<file path="src/hw/ccf_cfg.svh">
// Constants for the condition flag block: flag bit positions, widths, reset value.
// Assumes inclusion by bare name from design files.
`ifndef CCF_CFG_SVH
`define CCF_CFG_SVH
`define CCF_FLAG_C_POS 0
`define CCF_FLAG_V_POS 1
`define CCF_FLAG_Z_POS 2
`define CCF_FLAG_N_POS 3
`define CCF_WORD_MSB 15
`define CCF_BYTE_MSB 7
`define CCF_FLAGS_RESET 4'h0
`endif

</file>
<file path="src/hw/ccf_pkg.sv">
// Types for the condition flag block.
// Assumes ccf_cfg.svh is on the include path.
package ccf_pkg;
   // Operation class presented with each result
   typedef enum logic [3:0]
   {
      ccf_op_none,
      ccf_op_add,
      ccf_op_sub,
      ccf_op_compare_op,
      ccf_op_inc,
      ccf_op_minus_one_op,
      ccf_op_sign_invert_op,
      ccf_op_shift_left,
      ccf_op_shift_right,
      ccf_op_rotate_left_op,
      ccf_op_rotate_right_op,
      ccf_op_ones_invert_op,
      ccf_op_zero_sign_test_op,
      ccf_op_logic,
      ccf_op_zero_store_op,
      ccf_op_move
   } ccf_op_t;
endpackage

</file>
<file path="src/hw/ccf_shift_unit.sv">
// Shift and rotate datapath: computes result and bit shifted out.
// Assumes purely combinational use by ccf_flag_logic.
`timescale 1ns/1ps
module ccf_shift_unit
   import ccf_pkg::*;
#(
   parameter int WIDTH = 16
)
(
   // Operand and control
   input wire logic [WIDTH-1:0] operand,
   input wire logic byte_mode,
   input wire logic carry_in,
   input wire logic dir_left,
   input wire logic rotate,
   // Result
   output logic [WIDTH-1:0] result,
   output logic carry_out
);
   initial
   begin
      if (WIDTH != 16)
      begin
         $error("ccf_shift_unit supports WIDTH 16 only");
      end
   end

   logic fill_bit;

   always_comb
   begin
      result = operand;
      carry_out = 1'b0;
      fill_bit = 1'b0;
      if (dir_left)
      begin
         fill_bit = rotate ? carry_in : 1'b0;
         if (byte_mode)
         begin
            carry_out = operand[7];
            result = {operand[15:8], operand[6:0], fill_bit};
         end
         else
         begin
            carry_out = operand[15];
            result = {operand[14:0], fill_bit};
         end
      end
      else
      begin
         carry_out = operand[0];
         if (byte_mode)
         begin
            fill_bit = rotate ? carry_in : operand[7];
            result = {operand[15:8], fill_bit, operand[7:1]};
         end
         else
         begin
            fill_bit = rotate ? carry_in : operand[15];
            result = {fill_bit, operand[15:1]};
         end
      end
   end
endmodule

</file>
<file path="src/hw/ccf_sign_pick.sv">
// Selects sign bit and zero test of a result by byte or word width.
// Assumes combinational use.
`timescale 1ns/1ps
`include "ccf_cfg.svh"
module ccf_sign_pick
   import ccf_pkg::*;
#(
   parameter int WIDTH = 16
)
(
   // Value and width
   input wire logic [WIDTH-1:0] value,
   input wire logic byte_mode,
   // Derived
   output logic sign,
   output logic is_zero
);
   initial
   begin
      if (WIDTH != 16)
      begin
         $error("ccf_sign_pick supports WIDTH 16 only");
      end
   end

   always_comb
   begin
      sign = byte_mode ? value[`CCF_BYTE_MSB] : value[`CCF_WORD_MSB];
      is_zero = byte_mode ? (value[`CCF_BYTE_MSB:0] == 8'h00) : (value == 16'h0000);
   end
endmodule

</file>
<file path="src/hw/ccf_flag_logic.sv">
// Condition flag logic: derives negative, zero, overflow and carry from each result
// and holds them in the flag field of the processor status word.
// Assumes operands and op class come from the ALU on mclk, one instruction per strobe.
// Notes on behaviour
// - Four flags N Z V C held in status word, 1 means true.
// - N takes result sign bit even when overflow makes it untrue.
// - Z set when result is zero, cleared otherwise.
// - Single-operand arithmetic: V set when the sign changes in the counting direction, or when negating a negative value leaves a negative result.
// - Add: V when operands share sign and result differs; subtract, compare: V when operand signs differ and result differs.
// - Shifts and rotates: V equals new N xor new C.
// - Add: C takes carry out of result top bit, else cleared; increment and decrement keep C.
// - Rotates pass through C between top and bottom bits.
// - Subtract and compare set C when no carry, marking a borrow.
// - Logical operations leave C unchanged.
// - Ones complement always sets C, test always clears C.
// - Flags update each instruction, except when a register write to the flags in the same cycle wins; unaffected flags keep value.
// - Stored flags are presented for branch decisions.
// - Byte-mode instructions derive flags from the byte result.
`timescale 1ns/1ps
`include "ccf_cfg.svh"
module ccf_flag_logic
   import ccf_pkg::*;
#(
   parameter int WIDTH = 16
)
(
   // Clock and reset
   input wire logic mclk,
   input wire logic rst,
   input wire logic clk_en,
   // Instruction result from ALU
   input wire logic op_valid,
   input wire ccf_op_t op_class,
   input wire logic byte_mode,
   input wire logic [WIDTH-1:0] src_operand,
   input wire logic [WIDTH-1:0] dst_operand,
   // Direct flag load for set or clear condition code operations
   input wire logic flag_load,
   input wire logic flag_set,
   input wire logic [3:0] flag_select,
   // Register port
   input wire logic [1:0] reg_addr,
   input wire logic [15:0] reg_wdata,
   input wire logic reg_wr,
   input wire logic reg_rd,
   output logic [15:0] reg_rdata,
   // Result and flags
   output logic [WIDTH-1:0] result,
   output logic flag_n,
   output logic flag_z,
   output logic flag_v,
   output logic flag_c,
   output logic [3:0] processor_status_word
);
   initial
   begin
      if (WIDTH != 16)
      begin
         $error("ccf_flag_logic supports WIDTH 16 only");
      end
   end

   localparam logic [1:0] REG_FLAGS = 2'h0;
   localparam logic [1:0] REG_RESULT = 2'h1;

   ////////////////////////////////////////////////////////////////////////////////
   // Arithmetic

   logic [3:0] flags_ff;
   logic [3:0] nxt_flags;
   logic [WIDTH-1:0] result_ff;
   logic [WIDTH-1:0] nxt_result;
   logic [15:0] rdata_ff;
   logic [15:0] nxt_rdata;
   logic [WIDTH:0] sum_word;
   logic [8:0] sum_byte;
   logic [WIDTH-1:0] add_b;
   logic add_cin;
   logic [WIDTH-1:0] alu_val;
   logic alu_carry;
   logic sh_left;
   logic sh_rot;
   logic [WIDTH-1:0] sh_val;
   logic sh_carry;
   logic res_sign;
   logic res_zero;
   logic src_sign;
   logic dst_sign;

   always_comb
   begin
      add_b = src_operand;
      add_cin = 1'b0;
      unique case (op_class)
         ccf_op_sub, ccf_op_compare_op:
         begin
            add_b = ~src_operand;
            add_cin = 1'b1;
         end
         ccf_op_inc:
         begin
            add_b = 16'h0001;
         end
         ccf_op_minus_one_op:
         begin
            add_b = 16'hFFFF;
         end
         default:
         begin
            add_b = src_operand;
         end
      endcase
      sum_word = {1'b0, dst_operand} + {1'b0, add_b} + {16'h0000, add_cin};
      sum_byte = {1'b0, dst_operand[7:0]} + {1'b0, add_b[7:0]} + {8'h00, add_cin};
   end

   always_comb
   begin
      sh_left = (op_class == ccf_op_shift_left) || (op_class == ccf_op_rotate_left_op);
      sh_rot = (op_class == ccf_op_rotate_left_op) || (op_class == ccf_op_rotate_right_op);
   end

   ccf_shift_unit #(.WIDTH(WIDTH)) u_shift
   (
      .operand(dst_operand),
      .byte_mode(byte_mode),
      .carry_in(flags_ff[`CCF_FLAG_C_POS]),
      .dir_left(sh_left),
      .rotate(sh_rot),
      .result(sh_val),
      .carry_out(sh_carry)
   );

   always_comb
   begin
      alu_val = dst_operand;
      alu_carry = byte_mode ? sum_byte[8] : sum_word[WIDTH];
      unique case (op_class)
         ccf_op_add, ccf_op_sub, ccf_op_compare_op, ccf_op_inc, ccf_op_minus_one_op:
         begin
            alu_val = sum_word[WIDTH-1:0];
         end
         ccf_op_sign_invert_op:
         begin
            alu_val = 16'h0000 - dst_operand;
            alu_carry = byte_mode ? (dst_operand[7:0] != 8'h00) : (dst_operand != 16'h0000);
         end
         ccf_op_ones_invert_op:
         begin
            alu_val = ~dst_operand;
         end
         ccf_op_logic:
         begin
            alu_val = src_operand & dst_operand;
         end
         ccf_op_zero_store_op:
         begin
            alu_val = 16'h0000;
         end
         ccf_op_move:
         begin
            alu_val = src_operand;
         end
         ccf_op_shift_left, ccf_op_shift_right, ccf_op_rotate_left_op,
         ccf_op_rotate_right_op:
         begin
            alu_val = sh_val;
            alu_carry = sh_carry;
         end
         default:
         begin
            alu_val = dst_operand;
         end
      endcase
   end

   ccf_sign_pick #(.WIDTH(WIDTH)) u_res_sign
   (
      .value(alu_val),
      .byte_mode(byte_mode),
      .sign(res_sign),
      .is_zero(res_zero)
   );

   ccf_sign_pick #(.WIDTH(WIDTH)) u_src_sign
   (
      .value(src_operand),
      .byte_mode(byte_mode),
      .sign(src_sign),
      .is_zero()
   );

   ccf_sign_pick #(.WIDTH(WIDTH)) u_dst_sign
   (
      .value(dst_operand),
      .byte_mode(byte_mode),
      .sign(dst_sign),
      .is_zero()
   );

   ////////////////////////////////////////////////////////////////////////////////
   // Flag update

   always_comb
   begin
      nxt_flags = flags_ff;
      nxt_result = result_ff;
      if (op_valid && (op_class != ccf_op_none))
      begin
         if (op_class != ccf_op_compare_op && op_class != ccf_op_zero_sign_test_op
             && op_class != ccf_op_logic)
         begin
            nxt_result = alu_val;
         end
         nxt_flags[`CCF_FLAG_N_POS] = res_sign;
         nxt_flags[`CCF_FLAG_Z_POS] = res_zero;
         nxt_flags[`CCF_FLAG_V_POS] = 1'b0;
         unique case (op_class)
            ccf_op_add:
            begin
               nxt_flags[`CCF_FLAG_V_POS] = (src_sign == dst_sign) &&
                  (res_sign != dst_sign);
               nxt_flags[`CCF_FLAG_C_POS] = alu_carry;
            end
            ccf_op_sub, ccf_op_compare_op:
            begin
               // Sign of subtrahend is inverted in the adder, so compare against it
               nxt_flags[`CCF_FLAG_V_POS] = (src_sign != dst_sign) &&
                  (res_sign != dst_sign);
               nxt_flags[`CCF_FLAG_C_POS] = ~alu_carry;
            end
            ccf_op_inc, ccf_op_minus_one_op, ccf_op_sign_invert_op:
            begin
               if (op_class == ccf_op_sign_invert_op)
               begin
                  // Negating the most negative value leaves it negative
                  nxt_flags[`CCF_FLAG_V_POS] = res_sign && dst_sign;
                  nxt_flags[`CCF_FLAG_C_POS] = alu_carry;
               end
               else
               begin
                  // Only a sign change in the counting direction overflows
                  nxt_flags[`CCF_FLAG_V_POS] = (res_sign != dst_sign) &&
                     (op_class == ccf_op_inc ? res_sign : dst_sign);
               end
            end
            ccf_op_shift_left, ccf_op_shift_right, ccf_op_rotate_left_op,
            ccf_op_rotate_right_op:
            begin
               nxt_flags[`CCF_FLAG_C_POS] = alu_carry;
               nxt_flags[`CCF_FLAG_V_POS] = res_sign ^ alu_carry;
            end
            ccf_op_ones_invert_op:
            begin
               nxt_flags[`CCF_FLAG_C_POS] = 1'b1;
            end
            ccf_op_zero_sign_test_op, ccf_op_zero_store_op:
            begin
               nxt_flags[`CCF_FLAG_C_POS] = 1'b0;
            end
            default:
            begin
               // Logic and move keep carry
               nxt_flags[`CCF_FLAG_C_POS] = flags_ff[`CCF_FLAG_C_POS];
            end
         endcase
      end
      else if (flag_load)
      begin
         nxt_flags = flag_set ? (flags_ff | flag_select) : (flags_ff & ~flag_select);
      end
      if (reg_wr && reg_addr == REG_FLAGS)
      begin
         nxt_flags = reg_wdata[3:0];
      end
   end

   always_comb
   begin
      nxt_rdata = 16'h0000;
      if (reg_rd)
      begin
         unique case (reg_addr)
            REG_FLAGS: nxt_rdata = {12'h000, flags_ff};
            REG_RESULT: nxt_rdata = result_ff;
            default: nxt_rdata = 16'h0000;
         endcase
      end
   end

   always_ff @(posedge mclk or posedge rst)
   begin
      if (rst)
      begin
         flags_ff <= `CCF_FLAGS_RESET;
         result_ff <= 16'h0000;
         rdata_ff <= 16'h0000;
      end
      else if (clk_en)
      begin
         flags_ff <= nxt_flags;
         result_ff <= nxt_result;
         rdata_ff <= nxt_rdata;
      end
   end

   ////////////////////////////////////////////////////////////////////////////////
   // Outputs for branch logic

   always_comb
   begin
      processor_status_word = flags_ff;
      flag_n = flags_ff[`CCF_FLAG_N_POS];
      flag_z = flags_ff[`CCF_FLAG_Z_POS];
      flag_v = flags_ff[`CCF_FLAG_V_POS];
      flag_c = flags_ff[`CCF_FLAG_C_POS];
      result = result_ff;
      reg_rdata = rdata_ff;
   end
endmodule

</file>
<file path="config.mk">
export PLATFORM = sky130hd
export DESIGN_NAME = ccf_flag_logic
export DESIGN_NICKNAME = d
export VERILOG_FILES = /design/src/hw/ccf_pkg.sv /design/src/hw/ccf_shift_unit.sv /design/src/hw/ccf_sign_pick.sv /design/src/hw/ccf_flag_logic.sv
export VERILOG_INCLUDE_DIRS = /design/src /design/src/hw
export SDC_FILE = /design/constraint.sdc
export NUM_CORES = 1
export LEC_CHECK = 0
export BUFFER_PORTS_ARGS = -buffer_cell sky130_fd_sc_hd__buf_2
export CORE_MARGIN = 2
export CORE_UTILIZATION = 55
export DETAILED_ROUTE_END_ITERATION = 10
export GPL_ROUTABILITY_DRIVEN = 0
export MAX_ROUTING_LAYER = met4
export PLACE_DENSITY = 0.88
export SYNTH_ARGS = -nofsm -noshare
export SYNTH_HDL_FRONTEND = slang
export SYNTH_SLANG_ARGS = --single-unit
</file>
<file path="constraint.sdc">
create_clock -name mclk -period 5.03 [get_ports mclk]
set_input_delay 1.006 -clock mclk [delete_from_list [all_inputs] [get_ports mclk]]
set_output_delay 1.006 -clock mclk [all_outputs]
set_load 0.01 [all_outputs]
</file>
==> After elaboration in Yosys (flattened, before gate mapping) <==
Cells that the tools add are included.
{ "classes": {"addsub": 5, "eq_ne": 24, "mux": 28, "bitwise_logic": 8, "n_reduce_logical": 26} }
{ "ops": {"columns": ["cell", "count"], "rows": [
  ["$pmux 16 s7", 1],
  ["$mux 16", 4],
  ["$pmux 16 s3", 1],
  ["$eq 4x4->1 const B", 8],
  ["$not 16->16", 2],
  ["$pmux 16 s2", 1],
  ["$add 16x16->17", 1],
  ["$add 17x1->17", 1],
  ["$and 16x16->16", 1],
  ["$eq 4x3->1 const B", 4],
  ["$logic_not 16->1", 1],
  ["$mux 4", 4],
  ["$reduce_bool 16->1", 1],
  ["$sub 1x16->16 const A", 1],
  ["$mux 1", 14],
  ["$ne 4x4->1 const B", 3],
  ["$reduce_or 5->1", 2],
  ["$add 8x8->9", 1],
  ["$add 9x1->9", 1],
  ["$eq 4x2->1 const B", 2],
  ["$logic_and 1x1->1", 8],
  ["$logic_not 8->1", 1],
  ["$reduce_bool 8->1", 1],
  ["$ne 7x2->1 const B", 1],
  ["other kinds (23)", 26]
]} }
{ "totals": {"regBits": 36, "input_bits": 67, "output_inout_bits": 40} }

==> Logic depth before layout (Yosys ltp) <==
{ "logic_depth": {"ltp_word": 13, "mapped_depth": 23, "ltp_nobuf": 19} }

==> Hierarchy <==
A second synthesis with hierarchy kept.
{ "hier_totals": {"cells_unflattened": 655, "hier_area_um2": 4799.6} }
{ "modules_own_cells": {"columns": ["mod", "instances", "cells_per_inst", "area_per_inst_um2", "seq_area_each_um2"], "rows": [
  ["ccf_flag_logic", 1, 580, 4277.9, 900.9],
  ["ccf_shift_unit", 1, 51, 356.6, 0.0],
  ["ccf_sign_pick", 3, 8, 55.1, 0.0]
]} }

==> Least setup slack after synthesis <==
OpenSTA, ideal clock, no wires.
{ "synth_timing": {"path_type": "in2reg", "from": "input port op_class[1]", "to": "register (tool-made name)", "setup_ns": 0.124, "arrival_ns": 5.333, "path_slack_ns": -0.427, "stages": 23, "n_path_buf": 5, "cell_sequence": "clkbuf_1 -> clkbuf_1 -> clkbuf_1 -> buf_1 -> nor2_1 -> nor2_1 -> clkbuf_1 -> o22a_1 -> ha_1 -> a21oi_1 -> a21boi_0 -> o211ai_1 -> o211ai_1 -> xnor2_1 -> o22ai_1 -> mux2_2 -> ha_1 -> a32oi_1 -> nor2_1 -> a31oi_1 -> nand3_1 -> a31oi_1 -> a21oi_1"} }
{ "synth_rtl": {"columns": ["item", "line_no", "rtl"], "rows": [
  ["start, declared", "ccf_flag_logic.sv:33", "input wire ccf_op_t op_class,"]
]} }

==> metrics.cfg <==
[synthesis]
syn_nets = 707
synth_top_area_cell = dfrtp_1
synth_warnings = 0
yosys.area.top_type_share_pct = 20.0
synth-edff-count = 0
ys_top_cells_by_area = dfrtp_1, a21oi_1, o21ai_0
syn_area_um2 = 4510
ys_ff_latch = 36
yosys_most_used_dff = dfrtp_1
ys_types = 67
synthArstFlopShare_pct = 100
synthCells = 621
synth.yosys.seq_area_share_pct = 20.0
avgSynthCellArea_um2 = 7.27
synth.most_common_cell = a21oi_1
yosys-top-cells-count = a21oi_1, o21ai_0, nand2_1

[grt]
antenna_found_initial = 0
grt_pass1_vias = 5201
grtUsageTotal_pct = 35.2
grt_pass1_wl_mm = 24.8
grt_max_degree = 41
grt.overflow.total = 0

[floorplanning]
die_area_um2 = 8950
io_pins = 107
core_area_um2 = 8090
die-height_um = 94.6
rows = 33
start_util_pct = 55.8
die_w_um = 94.6

[sta]
fmax_ghz = 0.207
hold_slack_ns = 0.521
relSlewSlack_pct = 32.4
tns_ns = 0
setup_viol = 0
worst_pin_slew_ns = 1.01
min_period_ns = 4.83
rsz0062_at_grt = false
finalHoldViolCount = 0
final_max_slew_viol_count = 0
post-route-period-util_pct = 95.9
final.setup_skew_ns = 0.00427

[clock_network]
cts_tree = built
cts_htree_levels = 2
clock_latency_ns = 0.29
cts_sinks = 36
clk_path_buf_depth = 2
hold_buffers = 0
cts_setup_buffers = 0
cts_resized = 0
cts_buffers = 5
cts_root_buf = clkbuf_8
clk_pin_slew_worst_paths_ns = 0.07

[cells_and_area]
areaGrowthSynthToFinish_pct = 20.3
fin_area_um2 = 5430
layout-drive-gt1-share_pct = 24.3
fin_util_pct = 67.1
n_antenna_cell = 0
nets = 812

[drt]
wl_per_cell_um = 18.3
first_pass_iters = 6
drtIter0Drc = 1113
route.detailed.drc = 0
ant_nets = 0
vias = 5673
routed_wl_mm = 15.2
avgViaCountPerCell = 6.82

[setup_path]
critPathMaxFanout = 12
slowest_delay_ns = 0.40
critPathBufInv = 2
arrival_ns = 5.00
cp_common_cell = nand3_1
cp_slowest_cell = o2111ai_1
cp_top_family = compound AO/OA/AOI/OAI gates
worstPathRequired_ns = 5.20
cp-startpoint = op_class[0]
worstSetupPathType = in2reg
start_kind = input pin
r2r_slack_ns = 2.33
crit_path_end_kind = register
worstPathCellList = buf_2, or2_2, nor2_1, buf_4, a21oi_1, o22a_1, ha_1, nand3_1, o2111ai_1, nand3_1, o211ai_1, xnor2_1, o22ai_1, mux2_2, ha_1, a32oi_1, nor2_1, a31oi_1, nand3_1, a31oi_1, a21oi_1
r2r_cells = 14

[min_path]
whs_path_depth = 1
hold-path-endpoint = reg_rdata[13]$_DFFE_PP0P_
hp-class = reg2reg
min_from = reg_rdata[13]$_DFFE_PP0P_

[run]
maxCapViolCount = 0

[pwr]
power.leakage_nw = 2.47
power_w = 0.00127
ir_worst_vdd_mv = 0.121
power-per-cell-area_nw_per_um2 = 234

[status]
status = complete, no violations

[placed_design]
dp.final_hpwl_mm = 11.6
post_dp_cell_area_um2 = 5320
io_buffers = 94

power breakdown:
| group | switching [W] | total (W) | internal [W] |
|---|---|---|---|
| Combinational | 0.000360 | 0.000639 | 0.000278 |
| Sequential | 0.0000457 | 0.000384 | 0.000338 |
| Clock | 0.000102 | 0.000249 | 0.000147 |
| Total | 0.000508 | 0.00127 | 0.000764 |
cell usage in the layout, fill, tap and decap left out, types with 6 or more instances in the layout:
master / count
o211ai_1: 19
a21oi_1: 74
o22ai_1: 8
buf_2: 94
mux2i_1: 13
a22o_1: 12
a22oi_1: 9
inv_1: 20
buf_4: 57
xor2_1: 12
mux2_2: 10
a31oi_1: 12
o21ai_0: 56
dfrtp_1: 36
or3_1: 7
nor3_1: 17
o22a_1: 16
nand2_1: 54
nand3_1: 18
ha_1: 17
nor4_1: 6
nor2_1: 44
nor2b_1: 8
o21a_1: 7
worst max-delay path by stage:
stage | to | slack [ns] | cells after the start
2_1_floorplan | register | 0.03 | 23
4_1_cts | register | 0.30 | 21
3_5_place_dp | register | -0.0007 | 21
5_1_grt | register | 0.03 | 21
6_report | register | 0.20 | 21
3_3_place_gp | register | 0.14 | 21
cell type report:
| cell class | instances | area [µm²] |
|---|---|---|
| multi-input cells | 511 | 3290 |
| flip-flops and latches | 36 | 901 |
| fillers | 692 | 2670 |
| clock inverters | 2 | 35.0 |
| well taps | 105 | 131 |
| repair buffers | 152 | 918 |
| inverters | 20 | 75.1 |
| clock buffers | 6 | 72.6 |
per-stage QoR:
step / setup slack, ns / instances
after floorplan: 0.0306 / 621
after global placement: 0.143 / 824
after detailed placement: -0.000659 / 824
after CTS: 0.296 / 832
after global routing: 0.0299 / 832
final: 0.204 / 832
logic make-up (layout without fill, tap and decap cells):
logic type	count (synthesis)	after routing	synth area share [%]
AOI/OAI and AO/OA	265	265	38.0
xor gates and xnor gates	16	16	3.10
adders and majority gates	19	19	5.60
buffers and inverters	74	180	7.24
DFF	36	36	20.0
muxes	23	23	5.38
and+or+nand+nor	188	188	20.7
layer usage:
metal | GRT usage [%] | vias up | part of all wire (%)
met1 | 45.8 | 2573 | 38
met2 | 56.0 | 458 | 45
met4 | 13.4 | 0 | 3.7
met5 | - | - | 0
met3 | 4.31 | 77 | 13
li1 | - | 2565 | -
No activity file was read; power rests on OpenSTA's default activity.
